File: config.mk
export PLATFORM = sky130hd
export DESIGN_NAME = dual_timer_counter
export DESIGN_NICKNAME = d
export VERILOG_FILES = /design/src/timer_pkg.sv /design/src/dual_timer_counter.sv /design/src/timer_count_unit.sv
export SDC_FILE = /design/constraint.sdc
export NUM_CORES = 1
export LEC_CHECK = 0
export BUFFER_PORTS_ARGS = -buffer_cell sky130_fd_sc_hd__buf_2
export CORE_MARGIN = 2
export CORE_UTILIZATION = 40
export DETAILED_ROUTE_END_ITERATION = 12
export GPL_TIMING_DRIVEN = 1
export SKIP_LAST_GASP = 1
export SYNTH_ARGS = -nofsm -noshare
export SYNTH_HDL_FRONTEND = slang
export SYNTH_SLANG_ARGS = --single-unit
File: constraint.sdc
create_clock -name clk -period 4.75 [get_ports clk]
set_input_delay 0.7125 -clock clk [delete_from_list [all_inputs] [get_ports clk]]
set_output_delay 0.7125 -clock clk [all_outputs]
set_load 0.05 [all_outputs]
File: src/timer_pkg.sv
// Purpose: shared constants and carriers for the dual timer/counter
// Assumes: byte-wide special function register accesses from the cpu core
// Notes: one machine cycle is a fixed number of cpu clocks
package timer_pkg;
   localparam logic [7:0] CTRL_ADDR = 8'h88;
   localparam logic [7:0] MODE_ADDR = 8'h89;
   localparam logic [7:0] T0_LOW_ADDR = 8'h8A;
   localparam logic [7:0] T1_LOW_ADDR = 8'h8B;
   localparam logic [7:0] T0_HIGH_ADDR = 8'h8C;
   localparam logic [7:0] T1_HIGH_ADDR = 8'h8D;
   localparam logic [7:0] CTRL_RESET = 8'h00;
   localparam logic [7:0] MODE_RESET = 8'h00;
   localparam logic [7:0] COUNT_RESET = 8'h00;
   localparam int CTRL_OVF1_BIT = 7;
   localparam int CTRL_RUN1_BIT = 6;
   localparam int CTRL_OVF0_BIT = 5;
   localparam int CTRL_RUN0_BIT = 4;
   localparam int MODE_T1_LSB = 4;
   localparam int MODE_GATE_BIT = 3;
   localparam int MODE_SRC_BIT = 2;
   localparam int MODE_T0_LSB = 0;
   localparam int MACHINE_CLOCKS = 6;
   localparam logic [4:0] PRESCALE_MAX = 5'h1F;

   typedef enum logic [1:0] {
      MODE_13BIT = 2'h0,
      MODE_16BIT = 2'h1,
      MODE_RELOAD = 2'h2,
      MODE_SPLIT = 2'h3
   } timer_mode_e;

   typedef struct packed {
      logic wrEn;
      logic rdEn;
      logic [7:0] addr;
      logic [7:0] wrData;
   } sfr_req_s;

   typedef struct packed {
      logic [7:0] high;
      logic [7:0] low;
   } count_pair_s;
endpackage

File: src/dual_timer_counter.sv
// Purpose: two timer/counters with mode and run/flag control registers
// Assumes: sfr accesses and pins are synchronous to clk
// Notes: timer 1 has no gate or count source; split mode borrows its controls
`timescale 1ns/1ps
`default_nettype none
module dual_timer_counter (
   input wire logic clk,
   input wire logic sys_rst,
   input wire logic clkEn,
   input wire timer_pkg::sfr_req_s sfrReq,
   input wire logic externalGateInput,
   input wire logic externalCountPin,
   output logic [7:0] sfrRdData,
   output logic [7:0] timerRunFlagControl,
   output logic [7:0] timerModeConfig
);
   import timer_pkg::*;
   localparam int PHASE_W = $clog2(MACHINE_CLOCKS);

   ////////////////////////////////////////////////////////////////////////
   logic [7:0] ctrl_q, ctrl_d, mode_q, rdData_q, rdData_d;
   logic [PHASE_W-1:0] phase_q;
   logic pinPrev_q;
   count_pair_s cnt0, cnt1;
   logic t0LowOvf, t0HighOvf, t1LowOvf, t1HighOvf;

   wire machineTick = (phase_q == PHASE_W'(MACHINE_CLOCKS - 1));
   wire wrCtrl = sfrReq.wrEn && sfrReq.addr == CTRL_ADDR;
   wire wrMode = sfrReq.wrEn && sfrReq.addr == MODE_ADDR;
   wire wrT0Low = sfrReq.wrEn && sfrReq.addr == T0_LOW_ADDR;
   wire wrT0High = sfrReq.wrEn && sfrReq.addr == T0_HIGH_ADDR;
   wire wrT1Low = sfrReq.wrEn && sfrReq.addr == T1_LOW_ADDR;
   wire wrT1High = sfrReq.wrEn && sfrReq.addr == T1_HIGH_ADDR;
   timer_mode_e mode0, mode1;
   assign mode0 = timer_mode_e'(mode_q[MODE_T0_LSB +: 2]);
   assign mode1 = timer_mode_e'(mode_q[MODE_T1_LSB +: 2]);
   wire run0 = ctrl_q[CTRL_RUN0_BIT];
   wire run1 = ctrl_q[CTRL_RUN1_BIT];
   wire gateOn = mode_q[MODE_GATE_BIT];
   wire srcPin = mode_q[MODE_SRC_BIT];

   ////////////////////////////////////////////////////////////////////////
   // pin sampled once per machine cycle so the edge is high then low samples
   wire pinFall = machineTick && pinPrev_q && !externalCountPin;
   wire t0Enable = run0 && (!gateOn || externalGateInput);
   wire t0Tick = t0Enable && (srcPin ? pinFall : machineTick);
   wire t1Tick = run1 && machineTick && mode1 != MODE_SPLIT;
   wire t0HighTick = run1 && machineTick;

   timer_count_unit u_timer0 (
      .clk(clk),
      .sys_rst(sys_rst),
      .clkEn(clkEn),
      .mode(mode0),
      .lowTick(t0Tick),
      .highTick(t0HighTick),
      .wrLow(wrT0Low),
      .wrHigh(wrT0High),
      .wrData(sfrReq.wrData),
      .count(cnt0),
      .lowOvf(t0LowOvf),
      .highOvf(t0HighOvf)
   );

   timer_count_unit u_timer1 (
      .clk(clk),
      .sys_rst(sys_rst),
      .clkEn(clkEn),
      .mode(mode1),
      .lowTick(t1Tick),
      .highTick(1'b0),
      .wrLow(wrT1Low),
      .wrHigh(wrT1High),
      .wrData(sfrReq.wrData),
      .count(cnt1),
      .lowOvf(t1LowOvf),
      .highOvf(t1HighOvf)
   );

   ////////////////////////////////////////////////////////////////////////
   // timer 1 flag is owned by timer 0 high byte while timer 0 is split
   wire ovf1Set = (mode0 == MODE_SPLIT) ? t0HighOvf : t1LowOvf;
   wire ovf0Set = t0LowOvf;

   // set wins over a software clear in the same cycle; the run bits only
   // store, so starting a timer leaves its counts alone
   always_comb begin
      ctrl_d = ctrl_q;
      if (wrCtrl) ctrl_d = sfrReq.wrData & 8'hF3;
      if (ovf1Set) ctrl_d[CTRL_OVF1_BIT] = 1'b1;
      if (ovf0Set) ctrl_d[CTRL_OVF0_BIT] = 1'b1;
   end

   // upper low-byte bits in mode 00 read back raw; software must mask
   always_comb begin
      unique case (sfrReq.addr)
         CTRL_ADDR: rdData_d = ctrl_d;
         MODE_ADDR: rdData_d = mode_q;
         T0_LOW_ADDR: rdData_d = cnt0.low;
         T1_LOW_ADDR: rdData_d = cnt1.low;
         T0_HIGH_ADDR: rdData_d = cnt0.high;
         T1_HIGH_ADDR: rdData_d = cnt1.high;
         default: rdData_d = 8'h00;
      endcase
   end

   ////////////////////////////////////////////////////////////////////////
   always_ff @(posedge clk or posedge sys_rst) begin
      if (sys_rst) begin
         ctrl_q <= CTRL_RESET;
         mode_q <= MODE_RESET;
         phase_q <= '0;
         pinPrev_q <= 1'b0;
         rdData_q <= 8'h00;
      end else if (clkEn) begin
         ctrl_q <= ctrl_d;
         if (wrMode) mode_q <= sfrReq.wrData;
         phase_q <= machineTick ? '0 : phase_q + PHASE_W'(1);
         if (machineTick) pinPrev_q <= externalCountPin;
         if (sfrReq.rdEn) rdData_q <= rdData_d;
      end
   end

   assign sfrRdData = rdData_q;
   assign timerRunFlagControl = ctrl_q;
   assign timerModeConfig = mode_q;

   ////////////////////////////////////////////////////////////////////////
   property p_t0_gate;
      @(posedge clk) disable iff (sys_rst)
      clkEn && gateOn && !externalGateInput && !wrT0Low
         |=> cnt0.low == $past(cnt0.low);
   endproperty
   a_t0_gate: assert property (p_t0_gate) else $error("timer 0 counted while gated");

   property p_ovf0_set;
      @(posedge clk) disable iff (sys_rst)
      clkEn && ovf0Set |=> ctrl_q[CTRL_OVF0_BIT];
   endproperty
   a_ovf0_set: assert property (p_ovf0_set) else $error("overflow 0 not set");

   property p_run_keeps_count;
      @(posedge clk) disable iff (sys_rst)
      clkEn && wrCtrl && !run0 && sfrReq.wrData[CTRL_RUN0_BIT] && !t0Tick
         && !(sfrReq.addr == T0_LOW_ADDR) |=> cnt0 == $past(cnt0);
   endproperty
   a_run_keeps_count: assert property (p_run_keeps_count) else $error("start cleared count");

   property p_ctrl_reserved;
      @(posedge clk) disable iff (sys_rst)
      ctrl_q[3:2] == 2'h0;
   endproperty
   a_ctrl_reserved: assert property (p_ctrl_reserved) else $error("reserved control bits set");

   property p_t1_halt;
      @(posedge clk) disable iff (sys_rst)
      clkEn && mode1 == MODE_SPLIT && !(sfrReq.wrEn) ##1 mode1 == MODE_SPLIT |-> cnt1 == $past(cnt1);
   endproperty
   a_t1_halt: assert property (p_t1_halt) else $error("timer 1 counted while halted");

   property p_reload;
      @(posedge clk) disable iff (sys_rst)
      clkEn && mode0 == MODE_RELOAD && t0Tick && cnt0.low == 8'hFF && !sfrReq.wrEn
         |=> cnt0.low == $past(cnt0.high) && ctrl_q[CTRL_OVF0_BIT];
   endproperty
   a_reload: assert property (p_reload) else $error("reload missed");

   property p_t1_rate;
      @(posedge clk) disable iff (sys_rst)
      clkEn && !(run1 && machineTick) && !wrT1Low && !wrT1High |=> cnt1 == $past(cnt1);
   endproperty
   a_t1_rate: assert property (p_t1_rate) else $error("timer 1 moved off a running machine cycle");

   property p_pin_edge;
      @(posedge clk) disable iff (sys_rst)
      clkEn && srcPin && !pinFall && !wrT0Low |=> cnt0.low == $past(cnt0.low);
   endproperty
   a_pin_edge: assert property (p_pin_edge) else $error("pin counter moved without a falling edge");

   property p_ovf1_set;
      @(posedge clk) disable iff (sys_rst)
      clkEn && ovf1Set |=> ctrl_q[CTRL_OVF1_BIT];
   endproperty
   a_ovf1_set: assert property (p_ovf1_set) else $error("overflow 1 not set");

   property p_mode_hold;
      @(posedge clk) disable iff (sys_rst)
      clkEn && !wrMode |=> mode_q == $past(mode_q);
   endproperty
   a_mode_hold: assert property (p_mode_hold) else $error("mode register changed without a write");

   property p_split_high;
      @(posedge clk) disable iff (sys_rst)
      clkEn && mode0 == MODE_SPLIT && run1 && machineTick && !wrT0High |=> cnt0.high == $past(cnt0.high) + 8'h01;
   endproperty
   a_split_high: assert property (p_split_high) else $error("split high byte missed a machine cycle");

   property p_prescale_top;
      @(posedge clk) disable iff (sys_rst)
      clkEn && mode0 == MODE_13BIT && !wrT0Low |=> cnt0.low[7:5] == $past(cnt0.low[7:5]);
   endproperty
   a_prescale_top: assert property (p_prescale_top) else $error("upper low bits counted in 13-bit mode");

   property p_sixteen_carry;
      @(posedge clk) disable iff (sys_rst)
      clkEn && mode1 == MODE_16BIT && t1Tick && cnt1.low == 8'hFF && !wrT1Low && !wrT1High
         |=> cnt1.low == 8'h00 && cnt1.high == $past(cnt1.high) + 8'h01;
   endproperty
   a_sixteen_carry: assert property (p_sixteen_carry) else $error("16-bit carry missed");
endmodule
`default_nettype wire

File: src/timer_count_unit.sv
// Purpose: one timer's count register pair with its four modes
// Assumes: tick enables already gated by run and gate logic
// Notes: overflow pulses are one clock wide
`timescale 1ns/1ps
`default_nettype none
module timer_count_unit (
   input wire logic clk,
   input wire logic sys_rst,
   input wire logic clkEn,
   input wire timer_pkg::timer_mode_e mode,
   input wire logic lowTick,
   input wire logic highTick,
   input wire logic wrLow,
   input wire logic wrHigh,
   input wire logic [7:0] wrData,
   output timer_pkg::count_pair_s count,
   output logic lowOvf,
   output logic highOvf
);
   import timer_pkg::*;
   count_pair_s count_q, count_d;
   wire lowAllOnes = (count_q.low == 8'hFF);
   wire highAllOnes = (count_q.high == 8'hFF);
   wire preAllOnes = (count_q.low[4:0] == PRESCALE_MAX);

   always_comb begin
      count_d = count_q;
      lowOvf = 1'b0;
      highOvf = 1'b0;
      unique case (mode)
         MODE_13BIT: if (lowTick) begin
            count_d.low = {count_q.low[7:5], count_q.low[4:0] + 5'h01};
            if (preAllOnes) begin
               count_d.high = count_q.high + 8'h01;
               lowOvf = highAllOnes;
            end
         end
         MODE_16BIT: if (lowTick) begin
            count_d.low = count_q.low + 8'h01;
            if (lowAllOnes) begin
               count_d.high = count_q.high + 8'h01;
               lowOvf = highAllOnes;
            end
         end
         MODE_RELOAD: if (lowTick) begin
            count_d.low = lowAllOnes ? count_q.high : count_q.low + 8'h01;
            lowOvf = lowAllOnes;
         end
         MODE_SPLIT: begin
            if (lowTick) begin
               count_d.low = count_q.low + 8'h01;
               lowOvf = lowAllOnes;
            end
            if (highTick) begin
               count_d.high = count_q.high + 8'h01;
               highOvf = highAllOnes;
            end
         end
      endcase
      // cpu writes win over counting in the same cycle
      if (wrLow) count_d.low = wrData;
      if (wrHigh) count_d.high = wrData;
   end

   always_ff @(posedge clk or posedge sys_rst) begin
      if (sys_rst) count_q <= '{high: COUNT_RESET, low: COUNT_RESET};
      else if (clkEn) count_q <= count_d;
   end
   assign count = count_q;
endmodule
`default_nettype wire

==> qor.tcl <==
set qor(status) {completed}
set qor(ctsHtreeMaxLevel) 3
set qor(synth.distinct_cells) 62
set qor(detail_route.vias_per_cell) 6.17
set qor(post_synth_inst_count) 497
set qor(num_antenna_cells) 0
set qor(postSynthNetCount) 531
set qor(numCtsBuffers) 9
set qor(nNetsFinal) 561
set qor(grt_remaining_overflow) 0
set qor(grt_usage_pct) 25.5
set qor(post-dp-hpwl_mm) 9.76
set qor(synth_fa_ha_area_share_pct) 3.28
set qor(worst_setup_path_start_kind) {input pin}
set qor(slew_headroom_pct) 32.4
set qor(max_clock_freq_ghz) 0.350
set qor(worstPathArrival_ns) 3.11
set qor(number_of_flops_mapped_to_enable_cells_by_yosys) 0
set qor(syn_to_final_growth_pct) 11.8
set qor(routedWlPerCell_um) 20.7
set qor(ys.warnings.count) 0
set qor(rows) 37
set qor(power.static_leakage_nw) 2.02
set qor(met2_capacity_usage_during_global_routing_pct) 38.8
set qor(drt-total-wl_mm) 13.8
set qor(worstMarginPinSlew_ns) 1.01
set qor(post-cts-setup-buffer-count) 0
set qor(clk_transition_reported_paths_ns) 0.07
set qor(ant_nets_after_route) 0
set qor(syn_area_per_cell_um2) 8.45
set qor(rsz_0062_raised_after_global_routing) {false}
set qor(finalWeightedCongestion) 0.962
set qor(dr_total_vias) 4123
set qor(post_synth_and_or_nand_nor_area_fraction_pct) 22.5
set qor(synth_top_flop_cell) {sky130_fd_sc_hd__dfrtp_1}
set qor(clock_skew_ns) 0.0132
set qor(cts.hold.buffers_added) 0
set qor(clk-insertion-delay-late_ns) 0.37
set qor(drv.max_cap_violation_count) 0
set qor(critical_path_required_ns) 5.00
set qor(post-route-drc-count) 0
set qor(core_ar_mm2) 0.0103
set qor(drt_pass1_iterations) 5
set qor(main_combinational_cell_family_by_area_after_synthesis) {compound AO/OA/AOI/OAI gates}
set qor(place.port_buffers) 46
set qor(timing.critical_path.to_type) {flip-flop}
set qor(holdWs_ns) 0.477
set qor(tritoncts) {built}
set qor(synth_compound_area_share_pct) 23.7
set qor(area_of_the_mapped_netlist_mm2) 0.00420
set qor(min_delay_path_depth) 2
set qor(wire_length_of_the_first_global_routing_pass_mm) 22.0
set qor(post_cts_resized) 0
set qor(start_util_pct) 40.9
set qor(grt_util_met1_pct) 35.3
set qor(p_per_area_mw_per_mm2) 333
set qor(vias_in_the_first_global_route) 3886
set qor(yosys_register_bits) 60
set qor(worst_r2r_path_depth) 10
set qor(grt.busiest_layer) {met2}
set qor(kind_of_path_behind_the_tightest_hold_check) {reg2reg}
set qor(ioPinCount) 47
set qor(drt_iter0_markers) 296
set qor(report.final.hold_viol_count) 0
set qor(tns_ns) 0
set qor(ir_worst_vdd_v) 0.000150
set qor(numClockSinks) 60
set qor(mostFrequentLayoutCells) {sky130_fd_sc_hd__dfrtp_1, sky130_fd_sc_hd__nand2_1, sky130_fd_sc_hd__o21ai_0, sky130_fd_sc_hd__buf_2, sky130_fd_sc_hd__a21oi_1}
set qor(pin_count_of_the_biggest_net_entering_global_routing) 61
set qor(layout.cells.most_common) {sky130_fd_sc_hd__dfrtp_1}
set qor(antenna_found_initial) 0
set qor(muxShareOfSynthArea_pct) 8.99
set qor(die-width_um) 106
set qor(layout-drive-gt1-share_pct) 17.5
set qor(synth-async-reset-ratio_pct) 100
set qor(filler_cell_count) 1063
set qor(layout_min_cycle_time_ns) 2.85
set qor(dpl_worst_slack_ns) 1.65
set qor(fin_ws_ns) 1.90
set qor(clock_tree.buffer_depth) 2
set qor(groute.layer.met3.usage_pct) 4.41
set qor(die_y_um) 106
set qor(report.final.setup_viol) 0
set qor(crit_fanout) 11
set qor(synth_sequential_area_ratio_pct) 35.7
set qor(cts.root.buffer_cell) {sky130_fd_sc_hd__clkbuf_8}
set qor(timing_max_transition_violations_final) 0
set qor(crit_type) {in2reg}
set qor(die_area_mm2) 0.0113
set qor(post_synth_xor_area_fraction_pct) 1.67
set qor(crit_share_post_route_pct) 60.1
-- critical path, cell delays in order --
cell,delay [ns]
sky130_fd_sc_hd__buf_2,0.17
sky130_fd_sc_hd__nor4b_2,0.46
sky130_fd_sc_hd__nand2_1,0.29
sky130_fd_sc_hd__nor3_1,0.62
sky130_fd_sc_hd__and3_1,0.48
sky130_fd_sc_hd__mux2_2,0.37
-- sequential cells by signal, summed over array words and instances (netlist names) --
signal,flops
timerRunFlagControl,8
phase_q,3
u_timer1.count,16
pinPrev_q,1
sfrRdData,8
timerModeConfig,8
u_timer0.count,16
-- cells in the mapped netlist, drive strengths merged (10+ instances only) --
library cell  count  area share, %
nor3             10            1.2
o22ai            15            2.2
a21oi            36            4.3
nand2            56            5.0
nor2b            10            1.5
nand4            12            1.8
inv              14            1.3
dfrtp            60             36
nand3            22            2.6
and3             11            1.6
mux2i            13            3.1
o21ai            46            5.5
clkbuf           24            2.1
ha               11            3.3
nor2             35            3.1
mux2             22            5.9
-- routing by layer --
layer  share of wire [%]  routed length, µm  up-vias
met4                 3.0                410        0
met2                  46               6370      161
met5                   0                  0        -
met1                  45               6190     2016
li1                    -                  -     1918
met3                 6.2                855       28
-- where the power goes --
part	total [mW]	internal, mW	leakage (nW)	switching [mW]
registers	0.706	0.581	0.768	0.125
clock network	0.482	0.243	0.0918	0.239
logic	0.375	0.162	1.16	0.213
-- kinds of logic (layout without fill, tap and decap cells) --
family	after synthesis	count (layout)
flops	60	60
mux	35	35
simple gates	186	186
buf+inv	44	79
xor+xnor	8	8
fa+ha+maj	11	11
compound gates	153	153
-- worst paths after layout --
| check | start | end | slack, ns |
|---|---|---|---|
| max reg2reg | u_timer1.count[0] | u_timer1.count[15] | 1.94 |
| min in group asynchronous | sys_rst | timerRunFlagControl[2] | 0.57 |
| max in group asynchronous | sys_rst | u_timer1.count[15] | 3.66 |
| min | sfrRdData[2] | sfrRdData[2] | 0.48 |
| max | sfrReq[9] | timerRunFlagControl[0] | 1.90 |
| min reg2reg | sfrRdData[2] | sfrRdData[2] | 0.48 |
-- metrics by stage --
stage	std cells	instance area, µm²	utilization [%]	total power, mW
3_5_place_dp	652	4500	43.8	1.08
3_3_place_gp	652	4500	43.8	1.07
2_1_floorplan	497	4200	-	0.953
5_1_grt	668	4700	45.7	1.65
6_report	668	4700	45.7	1.56
4_1_cts	668	4700	45.7	1.56
-- cell type report --
class                   count  area [µm²]  area share (%)
multi-input cells         393        2530            53.8
flip-flops and latches     60        1500            32.0
repair buffers             48         245            5.22
well taps                 136         170            3.62
clock buffers               9         124            2.64
clock inverters             7        75.1            1.60
inverters                  15        56.3            1.20
No activity file was read; power rests on OpenSTA's default activity.
